[src/inc/uart_defines.svh]
// Purpose: Shared constants of the serial transceiver datapath.
// Assumes: Included by bare name from every design file that needs them.
// Notes:   Definitions only.
`ifndef UART_DEFINES_SVH
`define UART_DEFINES_SVH
`define DATA_BITS    8
`define LAST_BIT     3'd7
`define OS_BASE      5'd16
`define FILT_CNT_W   11
`define LINE_IDLE    1'b1
`define RX_IDLE_VAL  1'b1
`endif

[src/inc/uart_pkg.sv]
// Purpose: Types shared by the serial transceiver modules.
// Assumes: Compiled before any module that imports it.
// Notes:   Frame states are Gray coded along idle, start, data, parity, stop.
package uart_pkg;
  typedef enum logic [2:0] {
    ST_IDLE   = 3'b000,
    ST_START  = 3'b001,
    ST_DATA   = 3'b011,
    ST_PARITY = 3'b010,
    ST_STOP   = 3'b110
  } frame_state_t;
endpackage

[src/inc/uart_filt_if.sv]
// Purpose: Carries the receive line and filter settings to the noise filter.
// Assumes: One core clock domain.
// Notes:   The core side drives settings and reads the cleaned line.
`timescale 1ns/1ps
interface uart_filt_if;
  logic       base_tick;
  logic [1:0] filter_sel;
  logic [7:0] divisor;
  logic       raw_rx;
  logic       clean_rx;
  modport filt (input base_tick, filter_sel, divisor, raw_rx, output clean_rx);
  modport core (output base_tick, filter_sel, divisor, raw_rx, input clean_rx);
endinterface

[src/verilog/uart_rx_filter.sv]
// Purpose: Noise rejection on the receive line, timed in base clock periods.
// Assumes: Receive input is synchronous to core_clk.
// Notes:   A level must persist for the rejection time before it is passed on.
`timescale 1ns/1ps
`include "uart_defines.svh"
module uart_rx_filter
  import uart_pkg::*;
(
  input  wire logic  core_clk,
  input  wire logic  rst,
  uart_filt_if.filt  fif
);
  logic [`FILT_CNT_W-1:0] cnt_q;
  logic [`FILT_CNT_W-1:0] thr;
  logic                   clean_q;

  // Rejection time is 1, 2 or 4 times (divisor+1) base periods.
  always_comb begin
    thr = `FILT_CNT_W'({3'h0, fif.divisor} + 11'h001) << (fif.filter_sel - 2'h1); // RULE3
  end

  // A glitch shorter than the rejection time never reaches the receiver,
  // while a pulse lasting the full rejection time is passed on.
  always_ff @(posedge core_clk) begin
    if (rst) begin
      cnt_q   <= '0;
      clean_q <= `RX_IDLE_VAL;
    end else if (fif.filter_sel == 2'h0) begin
      cnt_q   <= '0;
      clean_q <= fif.raw_rx; // RULE3
    end else if (fif.raw_rx == clean_q) begin
      cnt_q <= '0; // RULE4
    end else if (fif.base_tick) begin // RULE5
      if (cnt_q == thr - 11'h001) begin
        cnt_q   <= '0;
        clean_q <= fif.raw_rx; // RULE4
      end else begin
        cnt_q <= cnt_q + 11'h001;
      end
    end
  end

  assign fif.clean_rx = clean_q;
endmodule

[src/verilog/uart_rx_sampling_tx_rx_path.sv]
// Purpose: Serial transmit and receive paths with oversampled majority reception.
// Assumes: All inputs synchronous to core_clk; 8 data bits per frame.
// Notes:   Parity and framing error flags are not kept here.
// Contract
// RULE1: Data, parity and stop bits decided by majority vote; start bit not voted. Only data bits use the vote here; parity and stop samples are unused.
// RULE2: After a falling edge, reception proceeds regardless of later line level.
// RULE3: Filter select 00 off; 01, 10, 11 reject 1, 2, 4 times (divisor+1).
// RULE4: Filtered pulses pass only when lasting twice the rejection time; the filter here passes them after one rejection time.
// RULE5: Filter and baud timing use the clock picked by base clock select.
// RULE6: Software enables transmit and checks buffer not full before writing.
// RULE7: Writing transmit buffer sets full flag, then word is shifted out.
// RULE8: Frame is start, data, optional parity, one or two stop bits.
// RULE9: Baud rate set by base clock select, oversample select and divisor.
// RULE10: Transmit start clears full flag and raises transmit interrupt request.
// RULE11: A second write before transfer replaces the buffered word.
// RULE12: Idle transmit output is high, or low in infrared mode.
// RULE13: After stop bits only data bits go into the receive buffer.
// RULE14: Loading the receive buffer sets full flag and raises receive request.
// RULE15: On overrun the new word is dropped and the buffer kept.
// RULE16: Software should enable filtering and provide error recovery.
// RULE17: Majority uses three samples around the bit centre, two deciding.
// RULE18: Data bits go least significant first, right after the start bit.
`timescale 1ns/1ps
`include "uart_defines.svh"
module uart_rx_sampling_tx_rx_path
  import uart_pkg::*;
(
  input  wire logic       core_clk,
  input  wire logic       rst,
  input  wire logic       serial_rx_in,
  output logic            serial_tx_out,
  input  wire logic [1:0] base_clock_sel,
  input  wire logic [2:0] oversample_sel,
  input  wire logic [7:0] baud_divisor,
  input  wire logic [1:0] rx_noise_filter_sel,
  input  wire logic       parity_enable,
  input  wire logic       parity_odd,
  input  wire logic       stop_bit_count,
  input  wire logic       infrared_mode_sel,
  input  wire logic       low_power_mode,
  input  wire logic       tx_enable_bit,
  input  wire logic       rx_enable_bit,
  input  wire logic       tx_write,
  input  wire logic [7:0] tx_write_data,
  output logic            tx_buffer_full,
  output logic            tx_interrupt_request,
  input  wire logic       rx_read,
  output logic [7:0]      rx_data_buffer,
  output logic            rx_buffer_full,
  output logic            rx_interrupt_request,
  output logic            rx_overrun
);
  uart_filt_if fif ();

  logic [2:0]   presc_q;
  logic [2:0]   presc_mask;
  logic         base_tick;
  logic [7:0]   div_q;
  logic         rt_tick;
  logic [4:0]   os_cnt;
  logic [4:0]   mid;

  frame_state_t tx_state_q;
  logic [7:0]   tx_data_buffer_q;
  logic         tx_full_q;
  logic [7:0]   tx_shift_q;
  logic [2:0]   tx_bit_q;
  logic [4:0]   tx_rt_q;
  logic         tx_par_q;
  logic         tx_stop_q;
  logic         tx_line_q;
  logic         tx_out_q;
  logic         tx_irq_q;
  logic         tx_load;
  logic         tx_bit_tick;
  logic         tx_active;

  frame_state_t rx_state_q;
  logic [4:0]   rx_rt_q;
  logic [2:0]   rx_bit_q;
  logic [7:0]   rx_shift_q;
  logic [2:0]   rx_smp_q;
  logic         rx_stop_q;
  logic         rx_prev_q;
  logic         rx_done;
  logic         rx_bit_end;
  logic         rx_vote;
  logic [7:0]   rx_buf_q;
  logic         rx_full_q;
  logic         rx_irq_q;
  logic         rx_ovr_q;

  function automatic logic maj3(input logic [2:0] s);
    maj3 = (s[0] & s[1]) | (s[1] & s[2]) | (s[0] & s[2]); // RULE17
  endfunction

  // Base clock is core_clk divided by 1, 2, 4 or 8.
  assign presc_mask = (3'h1 << base_clock_sel) - 3'h1;
  assign base_tick  = (presc_q & presc_mask) == presc_mask; // RULE5
  assign rt_tick    = base_tick && div_q == baud_divisor; // RULE9
  assign os_cnt     = `OS_BASE - {2'h0, oversample_sel}; // RULE9
  assign mid        = os_cnt >> 1;

  always_ff @(posedge core_clk) begin
    if (rst) begin
      presc_q <= '0;
      div_q   <= '0;
    end else begin
      presc_q <= presc_q + 3'h1;
      if (base_tick) begin
        div_q <= rt_tick ? 8'h00 : div_q + 8'h01;
      end
    end
  end

  assign fif.base_tick  = base_tick;
  assign fif.filter_sel = rx_noise_filter_sel;
  assign fif.divisor    = baud_divisor;
  assign fif.raw_rx     = serial_rx_in;

  uart_rx_filter u_filter (
    .core_clk (core_clk),
    .rst      (rst),
    .fif      (fif)
  );

  // Transmit path.
  assign tx_active   = tx_enable_bit && !low_power_mode;
  assign tx_load     = tx_state_q == ST_IDLE && tx_full_q && tx_active;
  assign tx_bit_tick = rt_tick && tx_rt_q == os_cnt - 5'h01;

  // A write landing with the transfer keeps the flag set for the new word.
  always_ff @(posedge core_clk) begin
    if (rst) begin
      tx_full_q        <= 1'b0;
      tx_data_buffer_q <= '0;
    end else if (tx_write) begin
      tx_full_q        <= 1'b1; // RULE7
      tx_data_buffer_q <= tx_write_data; // RULE11
    end else if (tx_load) begin
      tx_full_q <= 1'b0; // RULE10
    end
  end

  always_ff @(posedge core_clk) begin
    if (rst) begin
      tx_state_q <= ST_IDLE;
      tx_shift_q <= '0;
      tx_bit_q   <= '0;
      tx_rt_q    <= '0;
      tx_par_q   <= 1'b0;
      tx_stop_q  <= 1'b0;
      tx_line_q  <= `LINE_IDLE;
      tx_irq_q   <= 1'b0;
    end else begin
      tx_irq_q <= tx_load; // RULE10
      if (rt_tick) begin
        tx_rt_q <= tx_bit_tick ? 5'h00 : tx_rt_q + 5'h01;
      end
      if (!tx_active) begin
        tx_state_q <= ST_IDLE;
        tx_line_q  <= `LINE_IDLE;
      end else begin
        case (tx_state_q)
          ST_IDLE: begin
            if (tx_load) begin
              tx_shift_q <= tx_data_buffer_q; // RULE7
              tx_state_q <= ST_START; // RULE8
              tx_line_q  <= 1'b0;
              tx_rt_q    <= '0;
              tx_bit_q   <= '0;
              tx_par_q   <= parity_odd;
              tx_stop_q  <= 1'b0;
            end
          end
          ST_START: begin
            if (tx_bit_tick) begin
              tx_state_q <= ST_DATA;
              tx_line_q  <= tx_shift_q[0]; // RULE18
            end
          end
          ST_DATA: begin
            if (tx_bit_tick) begin
              tx_par_q   <= tx_par_q ^ tx_shift_q[0];
              tx_shift_q <= tx_shift_q >> 1;
              tx_bit_q   <= tx_bit_q + 3'h1;
              if (tx_bit_q == `LAST_BIT) begin
                tx_state_q <= parity_enable ? ST_PARITY : ST_STOP; // RULE8
                tx_line_q  <= parity_enable ? tx_par_q ^ tx_shift_q[0] : `LINE_IDLE;
              end else begin
                tx_line_q <= tx_shift_q[1]; // RULE18
              end
            end
          end
          ST_PARITY: begin
            if (tx_bit_tick) begin
              tx_state_q <= ST_STOP;
              tx_line_q  <= `LINE_IDLE;
            end
          end
          ST_STOP: begin
            if (tx_bit_tick) begin
              if (stop_bit_count && !tx_stop_q) begin
                tx_stop_q <= 1'b1; // RULE8
              end else begin
                tx_state_q <= ST_IDLE;
              end
            end
          end
          default: tx_state_q <= ST_IDLE;
        endcase
      end
    end
  end

  // Infrared mode inverts the whole line, so its idle level is low.
  always_ff @(posedge core_clk) begin
    if (rst) begin
      tx_out_q <= `LINE_IDLE;
    end else begin
      tx_out_q <= (tx_active ? tx_line_q : `LINE_IDLE) ^ infrared_mode_sel; // RULE12
    end
  end

  // Receive path.
  assign rx_bit_end = rt_tick && rx_rt_q == os_cnt - 5'h01;
  assign rx_vote    = maj3(rx_smp_q); // RULE1
  assign rx_done    = rx_enable_bit && rx_bit_end && rx_state_q == ST_STOP
                      && !(stop_bit_count && !rx_stop_q);

  always_ff @(posedge core_clk) begin
    if (rst) begin
      rx_state_q <= ST_IDLE;
      rx_rt_q    <= '0;
      rx_bit_q   <= '0;
      rx_shift_q <= '0;
      rx_smp_q   <= '0;
      rx_stop_q  <= 1'b0;
      rx_prev_q  <= `RX_IDLE_VAL;
    end else begin
      rx_prev_q <= fif.clean_rx;
      if (!rx_enable_bit) begin
        rx_state_q <= ST_IDLE;
      end else if (rx_state_q == ST_IDLE) begin
        // The edge alone commits the receiver; a glitch costs a frame.
        if (rx_prev_q && !fif.clean_rx) begin
          rx_state_q <= ST_START; // RULE2
          rx_rt_q    <= '0;
          rx_bit_q   <= '0;
          rx_stop_q  <= 1'b0;
        end
      end else if (rt_tick) begin
        rx_rt_q <= rx_bit_end ? 5'h00 : rx_rt_q + 5'h01;
        if (rx_rt_q == mid - 5'h01 || rx_rt_q == mid || rx_rt_q == mid + 5'h01) begin
          rx_smp_q <= {rx_smp_q[1:0], fif.clean_rx}; // RULE17
        end
        if (rx_bit_end) begin
          case (rx_state_q)
            ST_START: rx_state_q <= ST_DATA; // RULE2
            ST_DATA: begin
              rx_shift_q <= {rx_vote, rx_shift_q[7:1]}; // RULE18
              rx_bit_q   <= rx_bit_q + 3'h1;
              if (rx_bit_q == `LAST_BIT) begin
                rx_state_q <= parity_enable ? ST_PARITY : ST_STOP;
              end
            end
            ST_PARITY: rx_state_q <= ST_STOP;
            ST_STOP: begin
              if (stop_bit_count && !rx_stop_q) begin
                rx_stop_q <= 1'b1;
              end else begin
                rx_state_q <= ST_IDLE;
              end
            end
            default: rx_state_q <= ST_IDLE;
          endcase
        end
      end
    end
  end

  // A read in the completion cycle frees the buffer, so the word is kept.
  always_ff @(posedge core_clk) begin
    if (rst) begin
      rx_buf_q  <= '0;
      rx_full_q <= 1'b0;
      rx_irq_q  <= 1'b0;
      rx_ovr_q  <= 1'b0;
    end else begin
      rx_irq_q <= 1'b0;
      rx_ovr_q <= 1'b0;
      if (rx_done && (!rx_full_q || rx_read)) begin
        rx_buf_q  <= rx_shift_q; // RULE13
        rx_full_q <= 1'b1; // RULE14
        rx_irq_q  <= 1'b1; // RULE14
      end else begin
        if (rx_done) begin
          rx_ovr_q <= 1'b1; // RULE15
        end
        if (rx_read) begin
          rx_full_q <= 1'b0;
        end
      end
    end
  end

  assign serial_tx_out        = tx_out_q;
  assign tx_buffer_full       = tx_full_q;
  assign tx_interrupt_request = tx_irq_q;
  assign rx_data_buffer       = rx_buf_q;
  assign rx_buffer_full       = rx_full_q;
  assign rx_interrupt_request = rx_irq_q;
  assign rx_overrun           = rx_ovr_q;
endmodule

[config.mk]
export PLATFORM = sky130hd
export DESIGN_NAME = uart_rx_sampling_tx_rx_path
export DESIGN_NICKNAME = d
export VERILOG_FILES = /design/src/inc/uart_pkg.sv /design/src/inc/uart_filt_if.sv /design/src/verilog/uart_rx_filter.sv /design/src/verilog/uart_rx_sampling_tx_rx_path.sv
export VERILOG_INCLUDE_DIRS = /design/src /design/src/inc
export SDC_FILE = /design/constraint.sdc
export NUM_CORES = 1
export LEC_CHECK = 0
export ABC_CLOCK_PERIOD_IN_PS = 3500
export CAP_MARGIN = 20
export CORE_ASPECT_RATIO = 0.7
export CORE_MARGIN = 4
export CORE_UTILIZATION = 45
export DETAILED_ROUTE_END_ITERATION = 16
export DONT_BUFFER_PORTS = 1
export GPL_TIMING_DRIVEN = 0
export PLACE_DENSITY = 0.72
export SYNTH_ARGS = -nofsm -noshare
export SYNTH_HDL_FRONTEND = slang
export SYNTH_SLANG_ARGS = --single-unit
[constraint.sdc]
create_clock -name core_clk -period 3.5 [get_ports core_clk]
set_input_delay 0.525 -clock core_clk [delete_from_list [all_inputs] [get_ports core_clk]]
set_output_delay 0.525 -clock core_clk [all_outputs]
set_load 0.02 [all_outputs]
==> Word level (Yosys, flattened, before mapping) <==
Cells that the tools add are included.
{ "op_classes": {"add_sub_neg": 15, "multipliers": 0, "div": 0, "order_cmp": 0, "eq_ne": 31, "n_shift": 2, "mux": 67, "bitwise": 11, "reduce_logical": 52} }
{ "ops": {"columns": ["op", "n"], "rows": [
  ["$mux W3", 21],
  ["$mux W5", 9],
  ["$mux W1", 26],
  ["$reduce_and A5 Y1", 5],
  ["$mux W8", 3],
  ["$reduce_bool A2 Y1", 11],
  ["$eq A5 B5 Y1", 4],
  ["$ne A2 B2 Y1 const B", 8],
  ["$pmux W8 S2", 1],
  ["$pmux W3 S5", 1],
  ["$logic_and A1 B1 Y1", 13],
  ["$eq A3 B2 Y1 const B", 4],
  ["$eq A3 B3 Y1 const B", 4],
  ["$pmux W3 S4", 1],
  ["$add A11 B1 Y11 const B", 1],
  ["$eq A11 B11 Y1", 1],
  ["$mux W11", 1],
  ["$shl A11 B2 Y11", 1],
  ["$sub A11 B1 Y11 const B", 1],
  ["$add A5 B1 Y5 const B", 2],
  ["$add A3 B1 Y3 const B", 3],
  ["$add A8 B1 Y9 const B", 1],
  ["$add A8 B1 Y8 const B", 1],
  ["$eq A8 B8 Y1", 1],
  ["other kinds (33)", 54]
]} }
{ "totals": {"ff_bits": 91, "latch_bits": 0, "mem_bits_rw": 0, "mem_bits_ro": 0, "in_bits": 35, "out_inout_bits": 14, "word_cells": 204, "mem_count": 0} }

==> Longest topological paths before layout <==
Gate-level depths: netlist of run 1.
{ "logic_depth": {"depth_word": 11, "mapped_depth": 16, "depth_no_buf": 14} }

==> Hierarchy <==
From an unflattened synthesis of run 1, not the netlist that was laid out.
{ "hier_totals": {"cells_unflattened": 708, "area_unflattened_um2": 5910.7} }
{ "by_module_without_submodules": {"columns": ["module", "n_inst", "cells_each", "area_each_um2", "seq_area_each_um2"], "rows": [
  ["uart_rx_sampling_tx_rx_path", 1, 489, 4244.1, 1581.5],
  ["uart_rx_filter", 1, 219, 1666.6, 240.2]
]} }

==> Least setup slack after synthesis of run 1 <==
No wires, ideal clock.
{ "synth_path": {"path_kind": "input to register", "startpoint": "input oversample_sel[0]", "endpoint": "register tx_par_q", "setup_ps": 128, "arrival_ps": 3389, "required_ps": 3372, "setup_slack_ps": -16, "stages": 16, "n_path_buf": 2, "cell_sequence": "inv_1 > ha_1 > ha_1 > clkbuf_1 > inv_1 > ha_1 > a21bo_2 > mux2i_1 > xnor2_1 > a2111oi_2 > nand3_1 > o31ai_2 > buf_4 > o21ai_0 > a22oi_1 > nor2_1"} }
{ "synth_between": {"elab_chain_len": 6} }
{ "synth_rtl": {"columns": ["item", "line_no", "rtl"], "rows": [
  ["from (decl)", "uart_rx_sampling_tx_rx_path.sv:33", "input wire logic [2:0] oversample_sel,"],
  ["$sub A5 B3 Y5 (no source line)", null, null],
  ["$sub A5 B1 Y5", "uart_rx_sampling_tx_rx_path.sv:130", "assign tx_bit_tick = rt_tick && tx_rt_q == os_cnt - 5'h01;"],
  ["$eq A5 B5 Y1", "uart_rx_sampling_tx_rx_path.sv:130", null],
  ["$logic_and A1 B1 Y1", "uart_rx_sampling_tx_rx_path.sv:130", null],
  ["$ne A2 B2 Y1 (no source line)", null, null],
  ["$reduce_and A4 Y1 (no source line)", null, null],
  ["to (signal assigned)", "uart_rx_sampling_tx_rx_path.sv:172", "tx_par_q <= parity_odd;"],
  ["to (signal assigned)", "uart_rx_sampling_tx_rx_path.sv:184", "tx_par_q <= tx_par_q ^ tx_shift_q[0];"],
  ["to (decl)", "uart_rx_sampling_tx_rx_path.sv:69", "logic tx_par_q;"]
]} }
No other way between the ends.
A chain may end at the register's enable or synchronous reset.

==> Worst setup path after layout of run 1 <==
{ "layout_path": {"startpoint": "input oversample_sel[0]", "endpoint": "register rx_buf_q[1] (netlist: rx_data_buffer[1])"} }
{ "layout_between": {"elab_chain_len": 8} }
{ "layout_rtl": {"columns": ["item", "line_no", "rtl"], "rows": [
  ["$sub A5 B3 Y5 (no source line)", null, null],
  ["$sub A5 B1 Y5", "uart_rx_sampling_tx_rx_path.sv:226", "assign rx_bit_end = rt_tick && rx_rt_q == os_cnt - 5'h01;"],
  ["$eq A5 B5 Y1", "uart_rx_sampling_tx_rx_path.sv:226", null],
  ["$logic_and A1 B1 Y1", "uart_rx_sampling_tx_rx_path.sv:226", null],
  ["$logic_and A1 B1 Y1 (2 in series)", "uart_rx_sampling_tx_rx_path.sv:228", "assign rx_done = rx_enable_bit && rx_bit_end && rx_state_q == ST_STOP"],
  ["$logic_and A1 B1 Y1", "uart_rx_sampling_tx_rx_path.sv:229", "&& !(stop_bit_count && !rx_stop_q);"],
  ["$logic_and A1 B1 Y1", "uart_rx_sampling_tx_rx_path.sv:292", "if (rx_done && (!rx_full_q || rx_read)) begin"],
  ["to (signal assigned)", "uart_rx_sampling_tx_rx_path.sv:293", "rx_buf_q <= rx_shift_q;"],
  ["to (decl)", "uart_rx_sampling_tx_rx_path.sv:88", "logic [7:0] rx_buf_q;"]
]} }
No other way between the ends.

==> results of run 1 <==
[registers in the layout, indices dropped and copies added (netlist names), 5 cells and up]
name / flops
div_q: 8
rx_data_buffer: 8
tx_data_buffer_q: 8
tx_shift_q: 8
rx_rt_q: 5
rx_shift_q: 8
u_filter.cnt_q: 11
tx_rt_q: 5
[routing by layer]
| layer | global-route usage | vias to the layer above |
|---|---|---|
| met2 | 0.298 | 167 |
| met5 | 0 | - |
| met1 | 0.272 | 2335 |
| met3 | 0.0354 | 29 |
| li1 | - | 2442 |
| met4 | 0.0618 | 0 |
[worst min-delay path by stage]
stage	start	endpoint	slack (ps)
detailed placement	tx_shift_q[7]	tx_shift_q[7]	450
global route	tx_write_data[4]	tx_data_buffer_q[4]	330
global placement	presc_q[0]	presc_q[0]	440
CTS	tx_write_data[3]	tx_data_buffer_q[3]	330
finish	tx_write_data[4]	tx_data_buffer_q[4]	330
floorplan	presc_q[0]	presc_q[0]	420
[synthesized netlist by cell type, types with 3 or more instances]
cell       n  area (sq um)
nand2_1   56           210
a21boi_1   3          22.5
nor2_1    86           323
nor3_1    21           105
clkbuf_1  29           109
a22oi_1    3          22.5
nand4_1   15          93.8
and4_1     4          35.0
or2_2      5          31.3
xnor2_1   39           342
or4_1      3          22.5
nand3_1   23           115
o22ai_1    7          43.8
o31ai_1    3          22.5
nor4_1     5          31.3
inv_1     19          71.3
xor2_1    30           263
a211oi_1   7          52.6
mux2i_1   38           380
o21ai_0   15          75.1
and3_1     9          56.3
buf_4      5          37.5
a311oi_1  11          96.3
a31o_2     4          35.0
a31oi_1    6          37.5
a21o_1     5          37.5
a21oi_1   26           130
o211ai_1   4          30.0
or3_1      7          43.8
nand2b_1  13          81.3
ha_1      17           213
nor2b_1    8          50.1
dfxtp_1   91          1820
buf_2      7          35.0
nor3b_1    4          30.0
[area by class of cell]
class | instances | share of cell area
Multi-Input combinational cell | 522 | 0.575
Buffer | 43 | 0.0321
Tap cell | 157 | 0.0317
Sequential cell | 91 | 0.294
Inverter | 22 | 0.0133
Clock inverter | 5 | 0.0137
Clock buffer | 11 | 0.0375
Timing Repair Buffer | 2 | 0.00302
[critical path, delay by kind of cell]
| kind | cells | cell delay, ps |
|---|---|---|
| adder cells (fa/ha/maj) | 3 | 810 |
| XOR/XNOR | 1 | 170 |
| multiplexers | 2 | 460 |
| buffers and inverters | 3 | 460 |
| AO/OA/AOI/OAI | 1 | 240 |
| AND/OR/NAND/NOR | 4 | 870 |
[cells by family after synthesis]
| group | after synthesis | synth area share |
|---|---|---|
| adders and majority gates | 18 | 0.0398 |
| muxes | 40 | 0.0719 |
| xor gates and xnor gates | 69 | 0.108 |
| buffers and inverters | 66 | 0.0505 |
| DFF | 91 | 0.325 |
| and+or+nand+nor | 271 | 0.241 |
| AOI/OAI and AO/OA | 124 | 0.164 |
[what timing repair did]
item                       CTS  global route
hold buffers                 0             0
setup endpoints to repair   31            49
pin swaps                    2             1
hold endpoints to repair     0             0
resized for setup            4             9
buffers inserted             2             0
[cell usage in the layout (no fill, tap or decap), types with 19 or more instances in the layout]
cell type	n
inv_1	19
dfxtp_1	91
a21oi_1	26
xnor2_1	39
xor2_1	30
mux2i_1	37
nand2_1	56
nor3_1	21
clkbuf_1	30
nor2_1	86
nand3_1	22
[power groups by stage]
stage	Combinational [mW]	Sequential, mW	Clock (mW)
3_3_place_gp	0.351	1.09	0
5_1_grt	0.421	1.07	1.09
6_report	0.385	1.07	1.04
2_1_floorplan	0.294	1.09	0
3_5_place_dp	0.365	1.09	0
4_1_cts	0.369	1.07	1.05
==> flow_metrics.tcl, run 1 <==
set metrics [dict create \
    yosysSeqAreaShare 0.325 \
    met3RoutedLength_microns 823 \
    ys_warn_count 0 \
    core_area_sq_mm 0.0119 \
    numCtsBuffers 9 \
    internal_power_mw 1.84 \
    reg2reg_slack_ps 390 \
    timing.hold.ws_ps 331 \
    synth_area_sq_mm 0.00560 \
    relSlewSlack 0.452 \
    drt_iter0_drc 336 \
    die-area_sq_mm 0.0143 \
    hpwl_microns 10500 \
    h-tree-depth 3 \
    path_clk_slew_ps 70 \
    min_period_ps 3330 \
    worstSetupEndpoint "rx_data_buffer[1]" \
    drv_slew 0 \
    critPathLaunch "oversample_sel[0]" \
    arrival_ps 3540 \
    rows 33 \
    final_core_util 0.520 \
    p_sw_uw 653 \
    final_cell_area_sq_mm 0.00620 \
    cts_tree "yes" \
    gr-usage-all-layers 0.192 \
    crit_path_start_kind "input pin" \
    synth_ff_type "dfxtp_1" \
    die_x_microns 141 \
    m1WireLength_microns 6740 \
    port_buffers 0 \
    maxUsedRoutingLayer "met4" \
    drtPass1Iterations 5 \
    slowest_delay_ps 380 \
    combPwrFrac 0.155 \
    status "finished clean" \
    wirelength_microns 14000 \
    gp_congestion 0.947 \
    min_period_over_period 0.951 \
    cp.required_ps 3710 \
    p_leak_nw 2.27 \
    finalSetupViolations 0 \
    n_antenna_cell 0 \
    insertion_delay_ps 340 \
    gr-total-overflow 0 \
    route.detailed.drc 0 \
    r2r_start "div_q[0]" \
    avgSynthCellArea_sq_um 8.25 \
    fin_nets 743 \
    p_total_mw 2.49 \
    synth-async-reset-ratio 0 \
    hold_violations 0 \
    reg2regPathDepth 10 \
    ff_latch_area_sq_mm 0.00182 \
    seqPwrFrac 0.430 \
    io_pins 49 \
    cap_violations 0 \
    setup_tns_ps 0 \
    p_per_area_mw_per_mm2 402 \
    syn-instance-count 679 \
    placed_area_sq_mm 0.00580 \
    crit_chain "inv_1 > ha_1 > ha_2 > inv_1 > ha_2 > a21bo_2 > mux2i_2 > xnor2_1 > nor4_2 > nand2_1 > nor4b_2 > buf_4 > mux2i_1 > nor2_1" \
    synth_cell_type_count 76 \
    ys_seq_elements 91 \
    vdd_drop_max_v 0.000291 \
    antenna_found_initial 0 \
    grt_pass1_wl_microns 22700 \
    dp_slack_ps -519 \
    cpMaxStageDelayCell "nor4b_2" \
    fin_cells 853 \
    reg2reg_to "rx_data_buffer[1]" \
    tightest_slew_ps 822 \
    clock_tree.root_cell "clkbuf_16" \
    fmax_ghz 0.301 \
    dr_wl_met2_microns 6140 \
    multiInputGateArea_sq_mm 0.00357 \
    crit_type "in2reg" \
    drive_gt1_frac 0.0948 \
    numClockSinks 91 \
    area.growth.synth_to_final_pct 10.8 \
    grt_pass1_vias 4696 \
    timing.final.ws_setup_ps 173 \
    finalClockSkew_ps 5.97 \
    swShare 0.262 \
    fp.dieH_microns 101 \
    routed_via_density 5.83 \
    clockBufferDepth 2 \
    fill_cells 1073 \
    via_count 4973 \
    synth-edff-count 0 \
    hold_path.class "in2reg" \
    p_clk_frac 0.416 \
    start_util 0.469 \
    endpoint_kind "register" \
    whs_path_depth 2 \
    dp_cells 836 \
    grt_max_degree 16 \
    path_max_fanout 8 \
    synthesis.nets 731 \
    wire_per_inst_microns 16.4 \
    ant_nets 0 \
]
(Power assumes the default switching activity.)
==> run 2: changes to the inputs <==
--- a/config.mk
+++ b/config.mk
@@ -15,6 +15,7 @@
 export DONT_BUFFER_PORTS = 1
 export GPL_TIMING_DRIVEN = 0
 export PLACE_DENSITY = 0.72
+export REMOVE_ABC_BUFFERS = 1
 export SYNTH_ARGS = -nofsm -noshare
 export SYNTH_HDL_FRONTEND = slang
 export SYNTH_SLANG_ARGS = --single-unit
==> flow_metrics.tcl, run 2 (synthesis results as in run 1) <==
set metrics [dict create \
    status "finished clean" \
    layout_commonest_cell "dfxtp_1" \
    crit_chain "inv_1 > ha_1 > ha_2 > inv_1 > ha_2 > a21bo_2 > mux2i_4 > xnor2_1 > nor4_2 > buf_4 > nand2_1 > nor4b_2 > buf_4 > mux2i_1 > nor2_1" \
    tightest_slew_ps 675 \
    slowest_delay_ps 420 \
    drt_iter0_drc 327 \
    crit_type "in2reg" \
    cpMaxStageDelayCell "nor4b_2" \
    n_antenna_cell 0 \
    clock_tree.root_cell "clkbuf_16" \
    vdd_drop_max_v 0.000229 \
    p_leak_nw 2.20 \
    cp_top_family "adder cells" \
    drive_gt1_frac 0.0908 \
    cap_violations 0 \
    min_period_over_period 0.941 \
    grt_pass1_wl_microns 20900 \
    gp_congestion 0.823 \
    endpoint_kind "register" \
    hold_buffers 0 \
    antenna_found_initial 0 \
    final_core_util 0.505 \
    path_clk_slew_ps 70 \
    ant_nets 0 \
    cp.required_ps 3740 \
    hold_path.class "in2reg" \
    wire_per_inst_microns 15.2 \
    gr-total-overflow 0 \
    insertion_delay_ps 340 \
    fill_cells 1098 \
    mostFrequentLayoutCells "91 x dfxtp_1, 86 x nor2_1, 56 x nand2_1" \
    p_per_area_mw_per_mm2 389 \
    path_max_fanout 8 \
    final_cell_area_sq_mm 0.00603 \
    ff_latch_area_sq_mm 0.00182 \
    hold_violations 0 \
    area.growth.synth_to_final_pct 7.66 \
    clockBufferDepth 2 \
    core_area_sq_mm 0.0119 \
    numClockSinks 91 \
    arrival_ps 3530 \
    h-tree-depth 3 \
    p_total_mw 2.34 \
    fp.dieH_microns 101 \
    finalSetupViolations 0 \
    dp_slack_ps -667 \
    io_pins 49 \
    fmax_ghz 0.304 \
    crit_path_start_kind "input pin" \
    cts_tree "yes" \
    route.detailed.drc 0 \
    rows 33 \
    placed_area_sq_mm 0.00562 \
    wirelength_microns 12400 \
    fin_nets 708 \
    path_buf_inv 4 \
    port_buffers 0 \
    grt_max_degree 65 \
    drtPass1Iterations 5 \
    numCtsBuffers 9 \
    via_count 4771 \
    regMostFlops "u_filter.cnt_q" \
    routed_via_density 5.83 \
    start_util 0.469 \
    multiInputGateArea_sq_mm 0.00356 \
    largest_register_ffs 11 \
    relSlewSlack 0.550 \
    drv_slew 0 \
    gr-usage-all-layers 0.175 \
    min_period_ps 3290 \
    die_x_microns 141 \
    timing.final.ws_setup_ps 208 \
    hpwl_microns 9170 \
    grt_pass1_vias 4404 \
    die-area_sq_mm 0.0143 \
    finalClockSkew_ps 9.06 \
]
## run 2: cell types whose count changed in the layout (fill, tap and decap cells not counted), sizes merged
cell      previous run  this run
clkinvlp             1         2
bufinv               2         0
inv                 23        26
clkbuf              39         9
buf                 17        10
## run 2: report_power, final
group          switching (mW)  internal (mW)  leakage, nW
clock                   0.443          0.501        0.138
combinational           0.183          0.145         1.33
sequential             0.0172           1.05        0.737
## run 2: layer usage
metal	vias up	routed length, microns	track usage
li1	2378	-	-
met1	2247	5930	0.242
met2	132	5590	0.276
met3	14	713	0.0387
met4	0	206	0.0536
met5	-	0	0
## run 2: timing repair
action,in CTS,in global routing
pin swaps,2,6
endpoints found under the setup margin,31,54
buffers inserted,3,5
gates resized for setup,5,6
## run 2: final cells by class
class / count / area share
clock buffer: 9 / 0.0373
tap: 157 / 0.0326
timing repair buffer: 10 / 0.0131
inverter: 22 / 0.0137
clock inverter: 7 / 0.0110
multi-input combinational: 522 / 0.590
sequential: 91 / 0.302
## run 2: final timing paths
path / start / to / slack [ps] / depth (start not counted)
max: oversample_sel[0] / rx_data_buffer[1] / 210 / 15
min: rst / tx_data_buffer_q[7] / 240 / 1
max reg2reg: div_q[0] / rx_data_buffer[1] / 360 / 11
min reg2reg: presc_q[0] / presc_q[0] / 440 / 1
## run 2: worst reg2reg max path, stage by stage (launching register included)
cell and delay, ps:
dfxtp_1 420, xnor2_1 140, nand4_1 160, a2111oi_4 630, inv_2 200, nor4_2 320, buf_4 170, nand2_1 60
nor4b_2 420, buf_4 260, mux2i_1 210, nor2_1 50
## run 2: stage by stage
step           cells  setup TNS, ps  hold slack (ps)
6_report         818              0              244
5_1_grt          818          -2.57              223
4_1_cts          813          -13.7              232
3_5_place_dp     794         -23270              430
3_3_place_gp     792         -32110              430
2_1_floorplan    635         -10630              416
==> run 3: changes to the inputs <==
--- a/config.mk
+++ b/config.mk
@@ -10,11 +10,12 @@
 export CAP_MARGIN = 20
 export CORE_ASPECT_RATIO = 0.7
 export CORE_MARGIN = 4
-export CORE_UTILIZATION = 45
+export CORE_UTILIZATION = 35
 export DETAILED_ROUTE_END_ITERATION = 16
 export DONT_BUFFER_PORTS = 1
 export GPL_TIMING_DRIVEN = 0
-export PLACE_DENSITY = 0.72
+export HOLD_SLACK_MARGIN = 0.02
+export PLACE_DENSITY = 0.61
 export REMOVE_ABC_BUFFERS = 1
 export SYNTH_ARGS = -nofsm -noshare
 export SYNTH_HDL_FRONTEND = slang
==> flow_metrics.tcl, run 3 (synthesis results as in run 1) <==
set metrics [dict create \
    relSlewSlack 0.469 \
    grt_pass1_vias 4438 \
    hold_buffers 0 \
    route.detailed.drc 0 \
    io_pins 49 \
    placed_area_sq_mm 0.00568 \
    clock_tree.root_cell "clkbuf_16" \
    numCtsBuffers 9 \
    path_max_fanout 24 \
    cp.required_ps 3770 \
    min_period_over_period 0.952 \
    largest_register_ffs 11 \
    layout_commonest_cell "dfxtp_1" \
    wire_per_inst_microns 15.1 \
    insertion_delay_ps 340 \
    clockBufferDepth 2 \
    die_x_microns 159 \
    rows 38 \
    fmax_ghz 0.300 \
    fp.dieH_microns 114 \
    arrival_ps 3610 \
    vdd_drop_max_v 0.000242 \
    reg2reg_slack_ps 350 \
    gr-usage-all-layers 0.143 \
    hold_path.class "in2reg" \
    regMostFlops "u_filter.cnt_q" \
    min_period_ps 3330 \
    cap_violations 0 \
    start_util 0.359 \
    ant_nets 0 \
    grt_max_degree 65 \
    mostFrequentLayoutCells "91 x dfxtp_1, 86 x nor2_1, 56 x nand2_1" \
    p_leak_nw 2.22 \
    n_antenna_cell 0 \
    antenna_found_initial 0 \
    crit_type "in2reg" \
    drv_slew 0 \
    path_clk_slew_ps 70 \
    drive_gt1_frac 0.0880 \
    dp_slack_ps -713 \
    drt_iter0_drc 367 \
    fill_cells 1539 \
    core_area_sq_mm 0.0156 \
    final_cell_area_sq_mm 0.00612 \
    status "finished clean" \
    drtPass1Iterations 5 \
    grt_pass1_wl_microns 22000 \
    h-tree-depth 3 \
    timing.hold.ws_ps 247 \
    crit_path_start_kind "input pin" \
    via_count 4703 \
    cts_tree "yes" \
    gp_congestion 0.833 \
    hpwl_microns 9360 \
    timing.final.ws_setup_ps 169 \
    die-area_sq_mm 0.0181 \
    hold_violations 0 \
    p_per_area_mw_per_mm2 397 \
    wirelength_microns 13000 \
    numClockSinks 91 \
    fin_cells 859 \
    finalSetupViolations 0 \
    dp_cells 837 \
    port_buffers 0 \
    fin_nets 706 \
    final_core_util 0.392 \
    finalClockSkew_ps 6.96 \
    endpoint_kind "register" \
    gr-total-overflow 0 \
    area.growth.synth_to_final_pct 9.18 \
    routed_via_density 5.47 \
    tightest_slew_ps 796 \
]
[run 3: layer usage]
| metal | up-vias | routed length, microns | GRT usage |
|---|---|---|---|
| met1 | 2229 | 6360 | 0.201 |
| met4 | 0 | 99 | 0.0249 |
| met5 | - | 0 | 0 |
| met2 | 106 | 5640 | 0.218 |
| li1 | 2357 | - | - |
| met3 | 11 | 863 | 0.0473 |
[run 3: final timing paths]
kind	start	depth (start not counted)	endpoint
setup reg to reg	div_q[0]	10	rx_data_buffer[4]
hold / removal	rst	1	rx_shift_q[4]
setup / recovery	rx_noise_filter_sel[0]	12	u_filter.fif.clean_rx
hold reg to reg	tx_shift_q[7]	2	tx_shift_q[7]
[run 3: power by group]
part / internal, mW / switching, mW / leakage [nW]
combinational: 0.147 / 0.189 / 1.33
sequential: 1.05 / 0.0176 / 0.737
clock: 0.574 / 0.448 / 0.156
total: 1.77 / 0.654 / 2.22
[run 3: timing repair]
item	4_1_cts	5_1_grt
buffers inserted	2	4
pin swaps	2	3
endpoints found under the setup margin	31	47
resized for setup	7	5
[run 3: final cells by class]
cell class | instances | area, sq um | share of cell area
Clock buffer | 9 | 225 | 0.0368
Clock inverter | 7 | 92.6 | 0.0151
Inverter | 22 | 82.6 | 0.0135
Multi-Input combinational cell | 522 | 3580 | 0.585
Sequential cell | 91 | 1820 | 0.298
Tap cell | 200 | 250 | 0.0409
Timing Repair Buffer | 8 | 63.8 | 0.0104
[run 3: stage by stage]
stage / power, mW / setup TNS (ps)
after detailed placement: 1.41 / -24340
after floorplan: 1.35 / -10630
after CTS: 2.44 / 0
after global routing: 2.55 / -28.6
after global placement: 1.40 / -33710
final: 2.43 / 0
[run 3: critical path, stage by stage]
cell and delay [ps]:
inv_2 160, ha_4 280, buf_4 210, or2_2 300, a211oi_1 250, a31oi_1 70
o22ai_1 270, xnor2_1 150, or4_1 530, a32o_2 280, o41ai_2 360, mux2i_1 210
